### src/hw/dmacl_pkg.sv
// Purpose: constants for the dma channel control and last address block
// Assumes: axi4-lite slave, 32-bit data, 8-bit byte addresses
// Notes: narrow registers sit in the low bits, upper bits read zero
package dmacl_pkg;
  // =====================================================
  // bus and register map
  localparam int ADDR_W = 8;
  localparam int DATA_W = 32;
  localparam logic [ADDR_W-1:0] OFF_CTRL = 8'h00;
  localparam logic [ADDR_W-1:0] OFF_BUFA = 8'h04;
  localparam logic [ADDR_W-1:0] OFF_BUFB = 8'h08;
  localparam logic [ADDR_W-1:0] OFF_PERI = 8'h0c;
  localparam logic [ADDR_W-1:0] OFF_CNT = 8'h10;
  localparam logic [ADDR_W-1:0] OFF_LAST_HI = 8'h14;
  localparam logic [ADDR_W-1:0] OFF_LAST_LO = 8'h18;
  localparam logic [ADDR_W-1:0] OFF_STAT = 8'h1c;
  localparam logic [1:0] RESP_OKAY = 2'h0;
  localparam logic [1:0] RESP_SLVERR = 2'h2;
  // =====================================================
  // control word fields
  localparam int CTRL_EN_BIT = 15;
  localparam int CTRL_DIR_BIT = 13;
  localparam int CTRL_HALF_BIT = 12;
  localparam int CTRL_MODE_LSB = 0;
  localparam logic [15:0] CTRL_WR_MASK = 16'hb003;
  localparam logic [15:0] CTRL_RESET = 16'h0000;
  localparam logic [15:0] LAST_RESET = 16'h0000;
  // =====================================================
  // operating modes
  typedef enum logic [1:0] {
    DMACL_CONT_SINGLE = 2'b00,
    DMACL_ONESHOT_SINGLE = 2'b01,
    DMACL_CONT_PINGPONG = 2'b10,
    DMACL_ONESHOT_PINGPONG = 2'b11
  } dmacl_mode_e;
  // =====================================================
  // datapath widths
  localparam int RAM_AW = 24;
  localparam int PERI_AW = 16;
  localparam int WORD_W = 16;
  localparam int CNT_W = 16;
  localparam int BUF_W = RAM_AW + WORD_W;
  localparam int BUF_DEPTH = 2;
endpackage

### src/hw/dmacl_buf_if.sv
// Purpose: push and pop handshake bundle around the staging buffer
// Assumes: single clock, valid/ready on both sides
// Notes: payload is ram address over data word
`timescale 1ns/1ps
interface dmacl_buf_if #(parameter int W = 40);
  logic push_valid;
  logic push_ready;
  logic [W-1:0] push_data;
  logic pop_valid;
  logic pop_ready;
  logic [W-1:0] pop_data;
  modport fifo (
    input push_valid, push_data, pop_ready,
    output push_ready, pop_valid, pop_data
  );
  modport user (
    output push_valid, push_data, pop_ready,
    input push_ready, pop_valid, pop_data
  );
endinterface

### src/hw/dmacl_buf.sv
// Purpose: small fifo staging words between source and destination
// Assumes: depth is a power of two
// Notes: ready and valid come straight from the fill count
`timescale 1ns/1ps
module dmacl_buf #(
  parameter int W = 40,
  parameter int DEPTH = 2
) (
  input wire logic clk_i,
  input wire logic reset_i,
  dmacl_buf_if.fifo b
);
  localparam int PW = (DEPTH > 1) ? $clog2(DEPTH) : 1;
  logic [W-1:0] mem_q [DEPTH];
  logic [PW-1:0] wr_q;
  logic [PW-1:0] rd_q;
  logic [PW:0] cnt_q;
  wire push_fire = b.push_valid && b.push_ready;
  wire pop_fire = b.pop_valid && b.pop_ready;
  assign b.push_ready = (cnt_q != (PW+1)'(DEPTH));
  assign b.pop_valid = (cnt_q != '0);
  assign b.pop_data = mem_q[rd_q];

  always_ff @(posedge clk_i)
  begin
    if (reset_i)
    begin
      wr_q <= '0;
      rd_q <= '0;
      cnt_q <= '0;
    end
    else
    begin
      if (push_fire)
        wr_q <= wr_q + 1'b1;
      if (pop_fire)
        rd_q <= rd_q + 1'b1;
      if (push_fire && !pop_fire)
        cnt_q <= cnt_q + 1'b1;
      else if (pop_fire && !push_fire)
        cnt_q <= cnt_q - 1'b1;
    end
  end

  always_ff @(posedge clk_i)
  begin
    if (push_fire)
      mem_q[wr_q] <= b.push_data;
  end
endmodule // dmacl_buf

### src/hw/dmacl_top.sv
// Purpose: one dma channel with control word and last address record
// Assumes: source and destination are valid/ready streams
// Notes: block length register holds word count minus one
//
// The AXI4-Lite interface to the registers and the placing of the registers were chosen for this implementation.
`timescale 1ns/1ps
module dmacl_top (
  input wire logic clk_i,
  input wire logic reset_i,
  input wire logic s_axi_awvalid_i,
  output logic s_axi_awready_o,
  input wire logic [dmacl_pkg::ADDR_W-1:0] s_axi_awaddr_i,
  input wire logic s_axi_wvalid_i,
  output logic s_axi_wready_o,
  input wire logic [dmacl_pkg::DATA_W-1:0] s_axi_wdata_i,
  input wire logic [3:0] s_axi_wstrb_i,
  output logic s_axi_bvalid_o,
  input wire logic s_axi_bready_i,
  output logic [1:0] s_axi_bresp_o,
  input wire logic s_axi_arvalid_i,
  output logic s_axi_arready_o,
  input wire logic [dmacl_pkg::ADDR_W-1:0] s_axi_araddr_i,
  output logic s_axi_rvalid_o,
  input wire logic s_axi_rready_i,
  output logic [dmacl_pkg::DATA_W-1:0] s_axi_rdata_o,
  output logic [1:0] s_axi_rresp_o,
  input wire logic src_valid_i,
  output logic src_ready_o,
  input wire logic [dmacl_pkg::WORD_W-1:0] src_data_i,
  output logic [dmacl_pkg::RAM_AW-1:0] src_addr_o,
  output logic src_is_ram_o,
  output logic dst_valid_o,
  input wire logic dst_ready_i,
  output logic [dmacl_pkg::WORD_W-1:0] dst_data_o,
  output logic [dmacl_pkg::RAM_AW-1:0] dst_addr_o,
  output logic dst_is_ram_o,
  output logic block_event_o
);
  import dmacl_pkg::*;

  // =====================================================
  // registers
  logic [15:0] ctrl_q;
  logic [RAM_AW-1:0] bufa_q;
  logic [RAM_AW-1:0] bufb_q;
  logic [PERI_AW-1:0] peri_q;
  logic [CNT_W-1:0] len_q;
  logic [RAM_AW-1:0] last_q;
  logic [CNT_W-1:0] src_cnt_q;
  logic [CNT_W-1:0] dst_cnt_q;
  logic src_done_q;
  logic pp_q;
  logic event_q;

  // =====================================================
  // axi write channel
  logic aw_held_q;
  logic w_held_q;
  logic [ADDR_W-1:0] awaddr_q;
  logic [DATA_W-1:0] wdata_q;
  logic [3:0] wstrb_q;
  logic bvalid_q;
  logic [1:0] bresp_q;
  assign s_axi_awready_o = !aw_held_q && !bvalid_q;
  assign s_axi_wready_o = !w_held_q && !bvalid_q;
  assign s_axi_bvalid_o = bvalid_q;
  assign s_axi_bresp_o = bresp_q;
  wire wr_go = aw_held_q && w_held_q && !bvalid_q;
  wire [5:0] wr_idx = awaddr_q[7:2];
  wire wr_ctrl = wr_go && (wr_idx == OFF_CTRL[7:2]);
  wire wr_bufa = wr_go && (wr_idx == OFF_BUFA[7:2]);
  wire wr_bufb = wr_go && (wr_idx == OFF_BUFB[7:2]);
  wire wr_peri = wr_go && (wr_idx == OFF_PERI[7:2]);
  wire wr_cnt = wr_go && (wr_idx == OFF_CNT[7:2]);
  // last address and status are read-only, writes just answer okay
  wire wr_ro = (wr_idx == OFF_LAST_HI[7:2]) ||
               (wr_idx == OFF_LAST_LO[7:2]) || (wr_idx == OFF_STAT[7:2]);
  wire wr_hit = wr_ctrl || wr_bufa || wr_bufb || wr_peri || wr_cnt || wr_ro;

  function automatic logic [31:0] merge(input logic [31:0] old,
                                        input logic [31:0] nw,
                                        input logic [3:0] strb);
    logic [31:0] r;
    r = old;
    for (int i = 0; i < 4; i++)
      if (strb[i])
        r[8*i +: 8] = nw[8*i +: 8];
    return r;
  endfunction

  wire [31:0] ctrl_m = merge({16'h0000, ctrl_q}, wdata_q, wstrb_q);
  wire [31:0] bufa_m = merge({8'h00, bufa_q}, wdata_q, wstrb_q);
  wire [31:0] bufb_m = merge({8'h00, bufb_q}, wdata_q, wstrb_q);
  wire [31:0] peri_m = merge({16'h0000, peri_q}, wdata_q, wstrb_q);
  wire [31:0] cnt_m = merge({16'h0000, len_q}, wdata_q, wstrb_q);

  always_ff @(posedge clk_i)
  begin
    if (reset_i)
    begin
      aw_held_q <= 1'b0;
      w_held_q <= 1'b0;
      awaddr_q <= '0;
      wdata_q <= '0;
      wstrb_q <= '0;
      bvalid_q <= 1'b0;
      bresp_q <= RESP_OKAY;
    end
    else
    begin
      if (s_axi_awvalid_i && s_axi_awready_o)
      begin
        aw_held_q <= 1'b1;
        awaddr_q <= s_axi_awaddr_i;
      end
      if (s_axi_wvalid_i && s_axi_wready_o)
      begin
        w_held_q <= 1'b1;
        wdata_q <= s_axi_wdata_i;
        wstrb_q <= s_axi_wstrb_i;
      end
      if (wr_go)
      begin
        aw_held_q <= 1'b0;
        w_held_q <= 1'b0;
        bvalid_q <= 1'b1;
        bresp_q <= wr_hit ? RESP_OKAY : RESP_SLVERR;
      end
      else if (bvalid_q && s_axi_bready_i)
        bvalid_q <= 1'b0;
    end
  end

  // =====================================================
  // axi read channel
  logic rvalid_q;
  logic [DATA_W-1:0] rdata_q;
  logic [1:0] rresp_q;
  assign s_axi_arready_o = !rvalid_q;
  assign s_axi_rvalid_o = rvalid_q;
  assign s_axi_rdata_o = rdata_q;
  assign s_axi_rresp_o = rresp_q;
  wire [5:0] rd_idx = s_axi_araddr_i[7:2];
  wire [31:0] last_hi_w = {24'h000000, last_q[23:16]};
  wire [31:0] last_lo_w = {16'h0000, last_q[15:0]};
  wire [31:0] stat_w = {29'h0, src_done_q, pp_q, ctrl_q[CTRL_EN_BIT]};
  wire rd_hit = (rd_idx <= OFF_STAT[7:2]);
  wire [31:0] rd_mux =
    (rd_idx == OFF_CTRL[7:2]) ? {16'h0000, ctrl_q} :
    (rd_idx == OFF_BUFA[7:2]) ? {8'h00, bufa_q} :
    (rd_idx == OFF_BUFB[7:2]) ? {8'h00, bufb_q} :
    (rd_idx == OFF_PERI[7:2]) ? {16'h0000, peri_q} :
    (rd_idx == OFF_CNT[7:2]) ? {16'h0000, len_q} :
    (rd_idx == OFF_LAST_HI[7:2]) ? last_hi_w :
    (rd_idx == OFF_LAST_LO[7:2]) ? last_lo_w :
    (rd_idx == OFF_STAT[7:2]) ? stat_w : 32'h00000000;

  always_ff @(posedge clk_i)
  begin
    if (reset_i)
    begin
      rvalid_q <= 1'b0;
      rdata_q <= '0;
      rresp_q <= RESP_OKAY;
    end
    else if (s_axi_arvalid_i && s_axi_arready_o)
    begin
      rvalid_q <= 1'b1;
      rdata_q <= rd_mux;
      rresp_q <= rd_hit ? RESP_OKAY : RESP_SLVERR;
    end
    else if (rvalid_q && s_axi_rready_i)
      rvalid_q <= 1'b0;
  end

  // =====================================================
  // channel datapath
  dmacl_buf_if #(.W(BUF_W)) bif ();
  dmacl_buf #(.W(BUF_W), .DEPTH(BUF_DEPTH)) u_buf (
    .clk_i(clk_i),
    .reset_i(reset_i),
    .b(bif)
  );

  wire en = ctrl_q[CTRL_EN_BIT];
  wire dir = ctrl_q[CTRL_DIR_BIT];
  wire half_sel = ctrl_q[CTRL_HALF_BIT];
  wire [1:0] mode = ctrl_q[CTRL_MODE_LSB +: 2];
  wire [RAM_AW-1:0] base = pp_q ? bufb_q : bufa_q;
  wire [RAM_AW-1:0] ram_addr = base + RAM_AW'({src_cnt_q, 1'b0});
  wire [RAM_AW-1:0] peri_ext = {8'h00, peri_q};
  wire [RAM_AW-1:0] pop_addr = bif.pop_data[BUF_W-1 -: RAM_AW];

  assign src_ready_o = en && !src_done_q && bif.push_ready;
  assign src_is_ram_o = dir;
  assign src_addr_o = dir ? ram_addr : peri_ext;
  assign dst_is_ram_o = !dir;
  assign dst_addr_o = dir ? peri_ext : pop_addr;
  assign dst_data_o = bif.pop_data[WORD_W-1:0];
  assign dst_valid_o = bif.pop_valid;
  assign bif.push_valid = src_valid_i && en && !src_done_q;
  assign bif.push_data = {ram_addr, src_data_i};
  assign bif.pop_ready = dst_ready_i;
  assign block_event_o = event_q;

  wire src_fire = src_valid_i && src_ready_o;
  wire dst_fire = bif.pop_valid && dst_ready_i;
  wire [CNT_W:0] half_mark = ({1'b0, len_q} + 1'b1) >> 1;
  wire [CNT_W:0] moved = {1'b0, dst_cnt_q} + 1'b1;
  wire block_end = en && dst_fire && (dst_cnt_q == len_q);
  wire hit_half = en && dst_fire && (moved == half_mark);
  // one-shot ping-pong stops after the second buffer
  wire stop = (mode == DMACL_ONESHOT_SINGLE) ||
              ((mode == DMACL_ONESHOT_PINGPONG) && pp_q);
  wire pp_flip = mode[1];

  always_ff @(posedge clk_i)
  begin
    if (reset_i)
    begin
      ctrl_q <= CTRL_RESET;
      bufa_q <= '0;
      bufb_q <= '0;
      peri_q <= '0;
      len_q <= '0;
    end
    else
    begin
      if (wr_ctrl)
        ctrl_q <= ctrl_m[15:0] & CTRL_WR_MASK;
      else if (block_end && stop)
        ctrl_q[CTRL_EN_BIT] <= 1'b0;
      if (wr_bufa)
        bufa_q <= bufa_m[RAM_AW-1:0];
      if (wr_bufb)
        bufb_q <= bufb_m[RAM_AW-1:0];
      if (wr_peri)
        peri_q <= peri_m[PERI_AW-1:0];
      if (wr_cnt)
        len_q <= cnt_m[CNT_W-1:0];
    end
  end

  always_ff @(posedge clk_i)
  begin
    if (reset_i || !en)
    begin
      src_cnt_q <= '0;
      dst_cnt_q <= '0;
      src_done_q <= 1'b0;
      pp_q <= 1'b0;
    end
    else if (block_end)
    begin
      src_cnt_q <= '0;
      dst_cnt_q <= '0;
      src_done_q <= 1'b0;
      pp_q <= pp_flip ? !pp_q : 1'b0;
    end
    else
    begin
      if (src_fire)
      begin
        src_cnt_q <= src_cnt_q + 1'b1;
        src_done_q <= (src_cnt_q == len_q);
      end
      if (dst_fire)
        dst_cnt_q <= dst_cnt_q + 1'b1;
    end
  end

  always_ff @(posedge clk_i)
  begin
    if (reset_i)
    begin
      event_q <= 1'b0;
      last_q <= {LAST_RESET[7:0], LAST_RESET};
    end
    else
    begin
      event_q <= half_sel ? hit_half : block_end;
      if (dir && src_fire)
        last_q <= ram_addr;
      else if (!dir && dst_fire)
        last_q <= pop_addr;
    end
  end
endmodule // dmacl_top

### config.mk
export PLATFORM = sky130hd
export DESIGN_NAME = dmacl_top
export DESIGN_NICKNAME = d
export VERILOG_FILES = /design/src/hw/dmacl_pkg.sv /design/src/hw/dmacl_buf_if.sv /design/src/hw/dmacl_buf.sv /design/src/hw/dmacl_top.sv
export SDC_FILE = /design/constraint.sdc
export NUM_CORES = 1
export LEC_CHECK = 0
export ABC_AREA = 1
export BUFFER_PORTS_ARGS = -buffer_cell sky130_fd_sc_hd__buf_2
export CAP_MARGIN = 15
export CORE_ASPECT_RATIO = 1.25
export CORE_MARGIN = 3
export CORE_UTILIZATION = 30
export DETAILED_ROUTE_END_ITERATION = 10
export PLACE_DENSITY = 0.58
export SLEW_MARGIN = 25
export SYNTH_ARGS = -nofsm -noshare
export SYNTH_HDL_FRONTEND = slang
export SYNTH_SLANG_ARGS = --single-unit
### constraint.sdc
create_clock -name clk_i -period 3.7 [get_ports clk_i]
set_clock_uncertainty 0.1 [all_clocks]
set_input_delay 0.185 -clock clk_i [delete_from_list [all_inputs] [get_ports clk_i]]
set_output_delay 0.185 -clock clk_i [all_outputs]
set_load 0.02 [all_outputs]
# Word level (Yosys, flattened, before mapping)
# Memory sizes are Yosys's and may differ from the RTL's. A register that Yosys moved wholly into a read port is not among the register bits.
# Index checks and enable logic that the tools add are counted.
[word_totals]
ramBits = 80
regBits = 223
n_memories = 1
[op_classes]
n_addsub = 9
n_eq_ne = 21
n_reduce_logical = 72
mux = 30
n_lt_le_gt_ge = 1
[mem_list]
columns = ["name", "words", "width", "rd", "rd_clocked_by_memory_dff", "wr", "line_no", "source"]
rows = [
  ["u_buf.mem_q", 2, 40, 1, 1, 1, "dmacl_buf.sv:14", "logic [W-1:0] mem_q [DEPTH];"],
]
[op_table]
columns = ["operator", "count"]
rows = [
  ["$mux W24", 8],
  ["$mux W16", 4],
  ["$eq A6 B3 Y1 const B", 8],
  ["$add A16 B1 Y17 const B", 2],
  ["$add A16 B1 Y16 const B", 2],
  ["$eq A16 B16 Y1", 2],
  ["$logic_and A1 B1 Y1", 30],
  ["$reduce_and A2 Y1", 13],
  ["$add A24 B17 Y24", 1],
  ["$eq A6 B2 Y1 const B", 4],
  ["$eq A17 B16 Y1", 1],
  ["$eq A6 B1 Y1 const B", 2],
  ["$logic_not A6 Y1", 2],
  ["$mux W1", 12],
  ["$reduce_bool A2 Y1", 6],
  ["$logic_not A1 Y1", 10],
  ["$logic_or A1 B1 Y1", 9],
  ["$mux W2", 4],
  ["$mux W8", 1],
  ["$le A6 B3 Y1 const B", 1],
  ["$ne A2 B2 Y1 const B", 2],
  ["$reduce_or A2 Y1", 2],
  ["$mux W3", 1],
  ["$add A1 B1 Y1 const B", 2],
  ["other kinds (4)", 4],
]

# Depth between registers and ports, before layout
# Gate-level depths: netlist of the first run.
[depth]
ltp_word = 9
depth_mapped = 20
ltp_nobuf = 17

# Hierarchy
# From an unflattened synthesis of the first run, not the netlist that was laid out.
[unflattened]
cells_unflattened = 1885
area_unflattened_um2 = 14735.4
[by_module_without_submodules]
columns = ["module", "area_each_um2", "n_inst", "cells_per_inst"]
rows = [
  ["dmacl_top", 11598.6, 1, 1724],
  ["dmacl_buf", 3136.8, 1, 161],
]

# Worst setup path before layout of the first run
# Ideal clock, no wire load.
[synth_timing]
path_kind = "register -> register"
start = "register src_done_q"
end = "memory u_buf.mem_q[1][0], enable pin"
t_arrival_ps = 2515
path_stages_with_launch = 6
t_required_ps = 3161
path_buffers = 0
slack_ps = 646
setup_time_ps = 439
cell_sequence = "dfxtp_1 -> inv_1 -> nand2_1 -> a21oi_4 -> nand2_4 -> nor2_1"
[synth_via]
elab_chain_len = 5
[synth_lines]
columns = ["item", "line_no", "source"]
rows = [
  ["from (decl)", "dmacl_top.sv:51", "logic src_done_q;"],
  ["from (signal assigned)", "dmacl_top.sv:265", "src_done_q <= (src_cnt_q == len_q);"],
  ["$logic_not A1 Y1", "dmacl_top.sv:201", "assign bif.push_valid = src_valid_i && en && !src_done_q;"],
  ["$logic_and A1 B1 Y1", "dmacl_top.sv:201", ""],
  ["$logic_and A1 B1 Y1", "dmacl_buf.sv:18", "wire push_fire = b.push_valid && b.push_ready;"],
  ["$mux W1", "dmacl_buf.sv:47", "if (push_fire)"],
  ["$mux W1 (implied by the code)", "dmacl_buf.sv:48", "mem_q[wr_q] <= b.push_data;"],
  ["to (decl)", "dmacl_buf.sv:14", ""],
]
# Every way passes these cells.

# Worst setup path after layout of the first run
[layout_timing]
start = "register pp_q"
end = "output port src_addr_o[15] (netlist bit)"
[layout_via]
elab_chain_len = 3
[layout_lines]
columns = ["item", "line_no", "source"]
rows = [
  ["from (decl)", "dmacl_top.sv:52", "logic pp_q;"],
  ["from (signal assigned)", "dmacl_top.sv:258", "pp_q <= pp_flip ? !pp_q : 1'b0;"],
  ["$mux W24", "dmacl_top.sv:189", "wire [RAM_AW-1:0] base = pp_q ? bufb_q : bufa_q;"],
  ["$add A24 B17 Y24", "dmacl_top.sv:190", "wire [RAM_AW-1:0] ram_addr = base + RAM_AW'({src_cnt_q, 1'b0});"],
  ["named net ram_addr[15]", "dmacl_top.sv:190", ""],
  ["$mux W24", "dmacl_top.sv:196", "assign src_addr_o = dir ? ram_addr : peri_ext;"],
  ["to (decl)", "dmacl_top.sv:30", "output logic [dmacl_pkg::RAM_AW-1:0] src_addr_o,"],
]
# The timed path passes the listed nets, and every way through them passes these cells.

==> run_results.csv, run 1 <==
group,metric,value,unit
run_status,status,"completed",
yosys,yosysWarnings,0,
yosys,synth.distinct_cells,63,
timing,setup_tns,0,ns
yosys,synth_edf_count,80,
global_route,grt_max_degree,73,
yosys,synthSimpleGateAreaFrac,24.3,%
timing,maxSlewHeadroom,36.5,%
yosys,synth_top_family_by_area,"simple AND/OR/NAND/NOR gates",
yosys,synthCells,1977,
route,routed_wl,50700,um
route,wl_per_cell,17.9,um
timing,fmax,0.283,GHz
die,coreArea,0.0494,sq mm
route,drcViolationCount,0,
die,fp-row-count,91,
finish,nNetsFinal,2254,
finish,stdcell_area,0.0180,sq mm
timing,final.period_utilization,95.4,%
die,die_h,256,um
critical_path,worstPathArrival,3.25,ns
power_and_ir_drop,p_total,7.54,mW
critical_path,crit_path_end_kind,"primary output",
die,die_w,206,um
yosys,synth_compound_area_share,18.1,%
placement,place_area,0.0163,sq mm
critical_path,start_kind,"flop",
die,die_area,0.0528,sq mm
cts,clock-sinks,292,
global_route,grt_pass1_wl,76400,um
global_route,antenna_found_initial,0,
power_and_ir_drop,ir_drop,0.308,mV
yosys,synth_seq_cells,292,
route,route.antenna.remaining_nets,0,
yosys,synth_area_leaders,"dfxtp_1 28%, edfxtp_1 16%, nand2_1 12%, o21ai_0 6.3%, a21oi_1 5.5%",
yosys,synth_xor_area_share,2.22,%
critical_path,required,3.41,ns
yosys,syn_area,0.0150,sq mm
critical_path,r2r-end,"last_q[4]",
timing,min_period,3.53,ns
cts,clockRootBuffer,"clkbuf_16",
timing,rsz0062_at_grt,"false",
route,drt_iter0_drc,964,
yosys,synthArstFlopShare,0,%
route,num_vias,13800,
yosys,yosys.area.top_type,"dfxtp_1",
yosys,synth_mux_area_share,0.600,%
cts,worstSkewPairLatency,0.53,ns
timing,maxSlewViolCount,0,
critical_path,reg2reg_slack,0.76,ns
critical_path,cp_max_fo,15,
placement,hpwl,37400,um
hold_path,min_path_cells,3,
yosys,synth_top_area_share,28.3,%
cts,cts_htree_levels,2,
timing,setup_viol,0,
global_route,grt_pass1_vias,13100,
critical_path,crit_type,"reg -> out",
finish,drive_above_1_share,14.7,%
cts,cts_buffers,35,
power_and_ir_drop,leakagePower,7.42,nW
cts,cts_buffer_depth,3,
cts,tritoncts,"built",
timing,hold-worst-slack,0.0256,ns
critical_path,rr_worst_depth,11,
global_route,grtUsageTotal,18.6,%
cts,clk_pin_slew,0.07,ns
yosys,yosys.area_share.adder,1.80,%
placement,routabilityCongestion,0.905,
route,viasPerCell,4.88,
hold_path,hp-start,"s_axi_awvalid_i",
timing,tightest_slew,0.952,ns
hold_path,holdPathEnd,"awaddr_q[5]",
timing,hold_viol_final,0,
job,max_cap_viol_count,0,
die,io-pin-count,187,
global_route,grt_overflow_total,0,
die,start_util,30.4,%
critical_path,regToRegStartpoint,"src_done_q",
power_and_ir_drop,power.density,418,mW/mm^2
yosys,synthFlopType,"dfxtp_1",
yosys,avgSynthCellArea,7.60,sq um
yosys,ys_seq_area_share,44.2,%
finish,antenna_cells,0,
route,drtPass1Iterations,5,
placement,io_buffer_count,163,
finish,area_growth,20.0,%
hold_path,holdCritPathClass,"in -> reg",
## worst max-delay path, cell delays in order (launching register included)
cell and delay, ns:
dfxtp_2 0.36, buf_4 0.20, nand2_1 0.07, nand2_1 0.12, ha_1 0.24, fa_1 0.40
nand3_1 0.10, nand2_1 0.11, a21oi_4 0.19, inv_1 0.06, nand2_1 0.08, o21ai_0 0.10
xor2_1 0.25, nand2_1 0.07, o21ai_0 0.14, buf_2 0.23
## final cells by class
type / count / area [sq um]
clock buffers: 46 / 947
clock inverters: 15 / 164
fillers: 5202 / 31400
inverters: 196 / 736
multi-input cells: 1391 / 7160
flip-flops and latches: 292 / 6650
well taps: 651 / 815
repair buffers: 240 / 1550
## repair_timing
action,CTS,global route
buffers inserted,2,1
pin swaps,2,1
hold buffers,55,0
gates resized for setup,2,9
setup endpoints to repair,4,13
endpoints found under the hold margin,72,0
## how the worst max path moves through the flow
| stage | endpoint | depth (start not counted) | start | slack [ns] |
|---|---|---|---|---|
| finish | src_addr_o[15] | 15 | pp_q | 0.17 |
| global route | src_addr_o[11] | 15 | pp_q | 0.01 |
| CTS | src_addr_o[22] | 13 | pp_q | 0.05 |
| detailed placement | src_addr_o[15] | 15 | pp_q | 0.53 |
| global placement | src_addr_o[15] | 15 | pp_q | 0.56 |
| floorplan | u_buf.mem_q[1][0] | 5 | src_done_q | 0.65 |
## state kept, by name, summed over array words and instances, names as in the netlist, 5 cells and up, named ones only
signal	cells
last_q	24
bufb_q	24
src_cnt_q	16
dst_cnt_q	16
awaddr_q	6
bufa_q	24
wdata_q	24
peri_q	16
ctrl_q	5
len_q	16
u_buf.mem_q	80
s_axi_rdata_o	24
## routing by layer
layer,share of wire [%],up-vias,GRT usage (%),wire (um)
met5,0,-,0,0
met3,5.1,80,2.37,2570
met2,47,426,30.6,24100
met1,44,6385,24.9,22500
li1,-,6911,-,-
met4,3.2,0,6.56,1610
## power by group
part           leakage [nW]  internal [mW]  switching, mW
sequential             2.43           3.36         0.0468
clock                 0.544           1.97           1.45
combinational          4.45          0.222          0.493
## cells in the final DEF (no fill, tap or decap), types with 14 or more instances in the layout
| master | Yosys | final |
|---|---|---|
| nand2_1 | 494 | 492 |
| xor2_1 | 23 | 21 |
| nor2_2 | 16 | 16 |
| nor3_1 | 18 | 17 |
| nand3_1 | 64 | 64 |
| a21oi_1 | 165 | 164 |
| clkbuf_16 | 0 | 35 |
| o21ai_0 | 188 | 187 |
| buf_4 | 16 | 20 |
| a211oi_1 | 43 | 43 |
| nand4_1 | 27 | 27 |
| buf_2 | 21 | 163 |
| inv_1 | 188 | 185 |
| edfxtp_1 | 80 | 80 |
| nor2_1 | 172 | 170 |
| ha_1 | 20 | 20 |
| xnor2_1 | 15 | 14 |
| dlygate4sd3_1 | 0 | 55 |
| o211ai_1 | 16 | 16 |
| dfxtp_1 | 212 | 211 |
## cell usage after synthesis (all sizes together), types with 2 or more instances
cell type / number
a21o: 5
nand3: 68
a22oi: 3
nand3b: 5
inv: 195
o21ai: 197
nor3: 21
nor2: 197
o21a: 3
nor3b: 5
o2111ai: 11
buf: 50
dfxtp: 212
o221ai: 2
a221oi: 3
ha: 20
nand4: 27
nand2: 502
o21bai: 10
nor4: 7
xnor2: 15
a211oi: 49
clkbuf: 57
xor2: 23
a31oi: 3
o211ai: 16
edfxtp: 80
or2: 7
a21oi: 167
mux2i: 9
## metrics by stage
step | setup WS [ns] | utilization (%) | instances
2_1_floorplan | 0.647 | - | 1986
3_3_place_gp | 0.556 | 33.0 | 2712
3_5_place_dp | 0.526 | 33.0 | 2712
4_1_cts | 0.0457 | 36.4 | 2830
5_1_grt | 0.0119 | 36.5 | 2831
6_report | 0.169 | 36.5 | 2831
## kinds of logic after synthesis
logic type,Yosys count
and+or+nand+nor,840
DFF,292
AOI/OAI and AO/OA,473
other,1
buffers and inverters,303
xor gates and xnor gates,38
muxes,9
adders and majority gates,21
No activity file was read; power rests on OpenSTA's default activity.
==> run 2: changes to the inputs <==
==> constraint.sdc (replaced) <==
create_clock -name clk_i -period 4.2 [get_ports clk_i]
set_clock_uncertainty 0.1 [all_clocks]
set_input_delay 0.21 -clock clk_i [delete_from_list [all_inputs] [get_ports clk_i]]
set_output_delay 0.21 -clock clk_i [all_outputs]
set_load 0.02 [all_outputs]
==> run_results.csv, run 2 (same netlist as run 1, synthesis figures left out) <==
group,metric,value,unit
run_status,status,"completed",
global_route,grt_max_degree,68,
finish,regMostFlops,"u_buf.mem_q",
die,fp-row-count,91,
die,coreArea,0.0494,sq mm
job,max_cap_viol_count,0,
timing,fmax,0.267,GHz
critical_path,worstPathArrival,3.43,ns
critical_path,start_kind,"flop",
route,drcViolationCount,0,
finish,multi_input_area,0.00712,sq mm
finish,drive_above_1_share,14.1,%
route,route.antenna.remaining_nets,0,
critical_path,required,3.89,ns
timing,hold_viol_final,0,
power_and_ir_drop,total_switching_power,1.75,mW
cts,worstSkewPairLatency,0.55,ns
route,drt_iter0_drc,951,
power_and_ir_drop,seqPwrFrac,44.7,%
cts,clock-sinks,292,
critical_path,reg2reg_slack,1.08,ns
finish,nNetsFinal,2245,
hold_path,min_path_cells,3,
die,die_area,0.0528,sq mm
global_route,grt_overflow_total,0,
critical_path,regToRegStartpoint,"src_done_q",
global_route,grtUsageTotal,18.9,%
die,io-pin-count,187,
hold_path,holdCritPathClass,"in -> reg",
critical_path,crit_path_end_kind,"primary output",
placement,hpwl,37800,um
global_route,antenna_found_initial,0,
critical_path,r2r-end,"last_q[6]",
power_and_ir_drop,p_total,6.71,mW
power_and_ir_drop,pwr-share-comb,9.4,%
critical_path,rr_worst_depth,10,
power_and_ir_drop,p_sw_share,26.1,%
die,start_util,30.4,%
critical_path,crit_type,"reg -> out",
cts,cts_buffers,34,
hold_path,hp-start,"s_axi_awvalid_i",
timing,rsz0062_at_grt,"false",
timing,setup_viol,0,
finish,nFillCells,5231,
global_route,grt_pass1_wl,77400,um
timing,maxSlewViolCount,0,
finish,largest_reg_flops,80,
finish,antenna_cells,0,
route,wl_per_cell,18.3,um
hold_path,holdPathEnd,"awaddr_q[5]",
finish,final_common_cell,"nand2_1",
cts,clockRootBuffer,"clkbuf_16",
critical_path,cp_max_fo,16,
timing,final.period_utilization,89.1,%
cts,cts_buffer_depth,3,
route,drtPass1Iterations,5,
timing,hold-worst-slack,0.0364,ns
power_and_ir_drop,pwr-share-clk,45.9,%
finish,regArea,0.00665,sq mm
power_and_ir_drop,leakagePower,7.38,nW
cts,cts.repair.resized,0,
timing,setup_tns,0,ns
cts,tritoncts,"built",
route,routed_wl,51600,um
timing,min_period,3.74,ns
cts,cts_htree_levels,2,
finish,final_cell_mix,"493 x nand2_1, 212 x dfxtp_1, 188 x o21ai_0",
placement,io_buffer_count,163,
power_and_ir_drop,power.density,374,mW/mm^2
power_and_ir_drop,ir_drop,0.283,mV
global_route,grt_pass1_vias,13000,
finish,area_growth,19.4,%
timing,tightest_slew,0.954,ns
die,die_w,206,um
route,num_vias,13900,
route,viasPerCell,4.93,
die,die_h,256,um
timing,maxSlewHeadroom,36.3,%
power_and_ir_drop,internal_power,4.96,mW
cts,clk_pin_slew,0.06,ns
placement,routabilityCongestion,0.914,
-- run 2: final cells by class --
type,instances,area share [%]
clock buffers,48,5.55
clock inverters,13,0.865
inverters,196,4.10
multi-input cells,1391,39.7
flip-flops and latches,292,37.1
well taps,651,4.54
repair buffers,232,8.20
-- run 2: worst max-delay path, stage by stage (launching register included) --
cell     delay, ns
dfxtp_1       0.32
inv_1         0.25
nand2_1       0.13
nand2_1       0.12
ha_1          0.24
fa_1          0.40
nand3_1       0.10
nand2_1       0.10
a21oi_2       0.25
inv_1         0.07
nand2_1       0.08
nand2_1       0.06
xor2_1        0.26
nand2_1       0.08
o21ai_0       0.17
buf_2         0.24
-- run 2: what timing repair did --
action                    in CTS  in global routing
hold buffers                  55                  0
setup buffers                  0                  0
hold endpoints to repair      71                  0
-- run 2: layer usage --
metal  vias to the layer above  GRT usage (%)  part of all wire (%)
li1                       6916              -                     -
met1                      6498           25.0                    44
met2                       411           31.6                    48
met3                        81           2.65                   5.0
met4                         0           6.77                   3.2
met5                         -              0                     0
-- run 2: power by group through the flow --
stage	clock network (mW)	logic, mW	registers, mW
2_1_floorplan	0	0.383	3.06
3_3_place_gp	0	0.589	3.06
3_5_place_dp	0	0.598	3.06
4_1_cts	3.16	0.641	3.00
5_1_grt	3.25	0.699	3.01
6_report	3.08	0.633	3.00
-- run 2: worst max path at each step --
stage	startpoint	endpoint	slack, ns	cells past startpoint
6_report	pp_q	src_addr_o[11]	0.46	15
3_3_place_gp	pp_q	src_addr_o[11]	1.04	15
4_1_cts	pp_q	src_addr_o[11]	0.45	15
3_5_place_dp	pp_q	src_addr_o[11]	1.04	15
2_1_floorplan	src_done_q	u_buf.mem_q[1][0]	1.15	5
5_1_grt	pp_q	src_addr_o[15]	0.17	15
-- run 2: metrics by stage --
step / utilization [%] / std cells / area [sq um] / worst slack (ns)
finish: 36.3 / 2823 / 17900 / 0.459
global placement: 32.9 / 2707 / 16200 / 1.04
CTS: 36.3 / 2823 / 17900 / 0.445
global route: 36.3 / 2823 / 17900 / 0.174
floorplan: - / 1986 / 15100 / 1.15
detailed placement: 32.9 / 2707 / 16200 / 1.04
==> run 3: changes to the inputs <==
--- a/config.mk
+++ b/config.mk
@@ -11,6 +11,7 @@
 export CORE_ASPECT_RATIO = 1.25
 export CORE_MARGIN = 3
 export CORE_UTILIZATION = 30
+export CTS_BUF_LIST = sky130_fd_sc_hd__clkbuf_4 sky130_fd_sc_hd__clkbuf_8
 export DETAILED_ROUTE_END_ITERATION = 10
 export PLACE_DENSITY = 0.58
 export SLEW_MARGIN = 25
==> run_results.csv, run 3 (same netlist as run 1, synthesis figures left out) <==
group,metric,value,unit
cts,cts_htree_levels,2,
power_and_ir_drop,power.density,364,mW/mm^2
finish,nFillCells,5255,
finish,final_cell_mix,"493 x nand2_1, 212 x dfxtp_1, 188 x o21ai_0",
cts,clockRootBuffer,"clkbuf_8",
timing,setup_viol,0,
route,route.antenna.remaining_nets,0,
die,die_w,206,um
critical_path,crit_path_end_kind,"primary output",
finish,nNetsFinal,2270,
finish,multi_input_area,0.00712,sq mm
finish,area_growth,19.9,%
timing,maxSlewHeadroom,36.5,%
power_and_ir_drop,p_total,6.56,mW
hold_path,min_path_cells,4,
timing,fmax,0.264,GHz
finish,largest_reg_flops,80,
route,wl_per_cell,18.1,um
global_route,grt_max_degree,68,
die,die_area,0.0528,sq mm
finish,regArea,0.00665,sq mm
finish,final_common_cell,"nand2_1",
timing,rsz0062_at_grt,"false",
timing,tightest_slew,0.952,ns
route,num_vias,14100,
die,die_h,256,um
timing,hold_viol_final,0,
global_route,grt_pass1_wl,78000,um
critical_path,regToRegStartpoint,"src_done_q",
route,wl_met2,24700,um
critical_path,required,3.89,ns
timing,maxSlewViolCount,0,
timing,final.period_utilization,90.3,%
route,wl_met1,22600,um
critical_path,start_kind,"flop",
finish,regMostFlops,"u_buf.mem_q",
cts,tritoncts,"built",
placement,io_buffer_count,163,
die,io-pin-count,187,
placement,routabilityCongestion,0.914,
hold_path,holdCritPathClass,"in -> reg",
global_route,grt_pass1_vias,13300,
cts,clock-sinks,292,
cts,clk_pin_slew,0.06,ns
route,routed_wl,51900,um
hold_path,hp-start,"s_axi_awvalid_i",
power_and_ir_drop,leakagePower,7.46,nW
timing,setup_tns,0,ns
critical_path,worstPathArrival,3.48,ns
global_route,grtUsageTotal,19.1,%
critical_path,r2r-end,"last_q[16]",
route,drtPass1Iterations,6,
route,drt_iter0_drc,993,
cts,cts.repair.resized,0,
global_route,grt_overflow_total,0,
timing,hold-worst-slack,0.0478,ns
cts,cts_buffers,51,
finish,drive_above_1_share,15.6,%
die,start_util,30.4,%
timing,min_period,3.79,ns
global_route,antenna_found_initial,1,
critical_path,rr_worst_depth,10,
die,fp-row-count,91,
route,viasPerCell,4.92,
critical_path,reg2reg_slack,1.04,ns
die,coreArea,0.0494,sq mm
power_and_ir_drop,ir_drop,0.243,mV
route,dr.max_layer_used,"met4",
cts,worstSkewPairLatency,0.63,ns
route,wl_met3,2940,um
run_status,status,"completed",
job,max_cap_viol_count,0,
finish,fin_util,36.5,%
critical_path,cp_max_fo,16,
critical_path,crit_type,"reg -> out",
cts,cts_buffer_depth,3,
placement,hpwl,37800,um
route,drcViolationCount,0,
hold_path,holdPathEnd,"awaddr_q[7]",
## run 3: timing repair
| action | CTS | global route |
|---|---|---|
| endpoints found under the hold margin | 102 | 0 |
| hold buffers | 63 | 0 |
| buffers inserted | 0 | 0 |
## run 3: layout make-up
cell class	instances	area share, %
Multi-Input combinational cell	1391	39.5
Sequential cell	292	36.9
Timing Repair Buffer	240	8.61
Clock buffer	81	5.67
Tap cell	651	4.52
Inverter	196	4.08
Clock inverter	13	0.681
Antenna cell	1	0.0139
## run 3: layer usage
metal / GRT usage [%] / vias up
met5: 0 / -
met4: 6.43 / 0
met3: 3.28 / 100
met2: 31.9 / 449
met1: 24.8 / 6582
li1: - / 6972
## run 3: worst max path at each step
stage                           from                 to  depth (start not counted)
final                           pp_q     src_addr_o[12]                         16
after detailed placement        pp_q     src_addr_o[11]                         15
after floorplan           src_done_q  u_buf.mem_q[1][0]                          5
after global routing            pp_q     src_addr_o[15]                         15
after global placement          pp_q     src_addr_o[11]                         15
after CTS                       pp_q     src_addr_o[11]                         15
## run 3: power breakdown
group | switching [mW] | internal [mW] | total [mW]
sequential | 0.0408 | 2.96 | 3.00
clock | 1.24 | 1.67 | 2.91
combinational | 0.443 | 0.202 | 0.645
## run 3: metrics by stage
stage	std cells	area, sq um	worst slack (ns)
floorplan	1986	15100	1.15
global placement	2707	16200	1.04
detailed placement	2707	16200	1.04
CTS	2864	18000	0.358
global route	2865	18000	0.0734
finish	2865	18000	0.409
## run 3: worst max-delay path: stages, from the launching register on
cell and delay, ns:
dfxtp_1 0.31, inv_1 0.41, nand2_1 0.11, nand2_1 0.20
ha_1 0.18, nor2_1 0.04, nand2_1 0.05, o21ai_1 0.10
o21ai_2 0.30, nand3_1 0.15, nand2_1 0.16, nand2_1 0.07
nand2_1 0.07, xor2_1 0.26, nand2_1 0.08, o21ai_0 0.15
buf_2 0.23
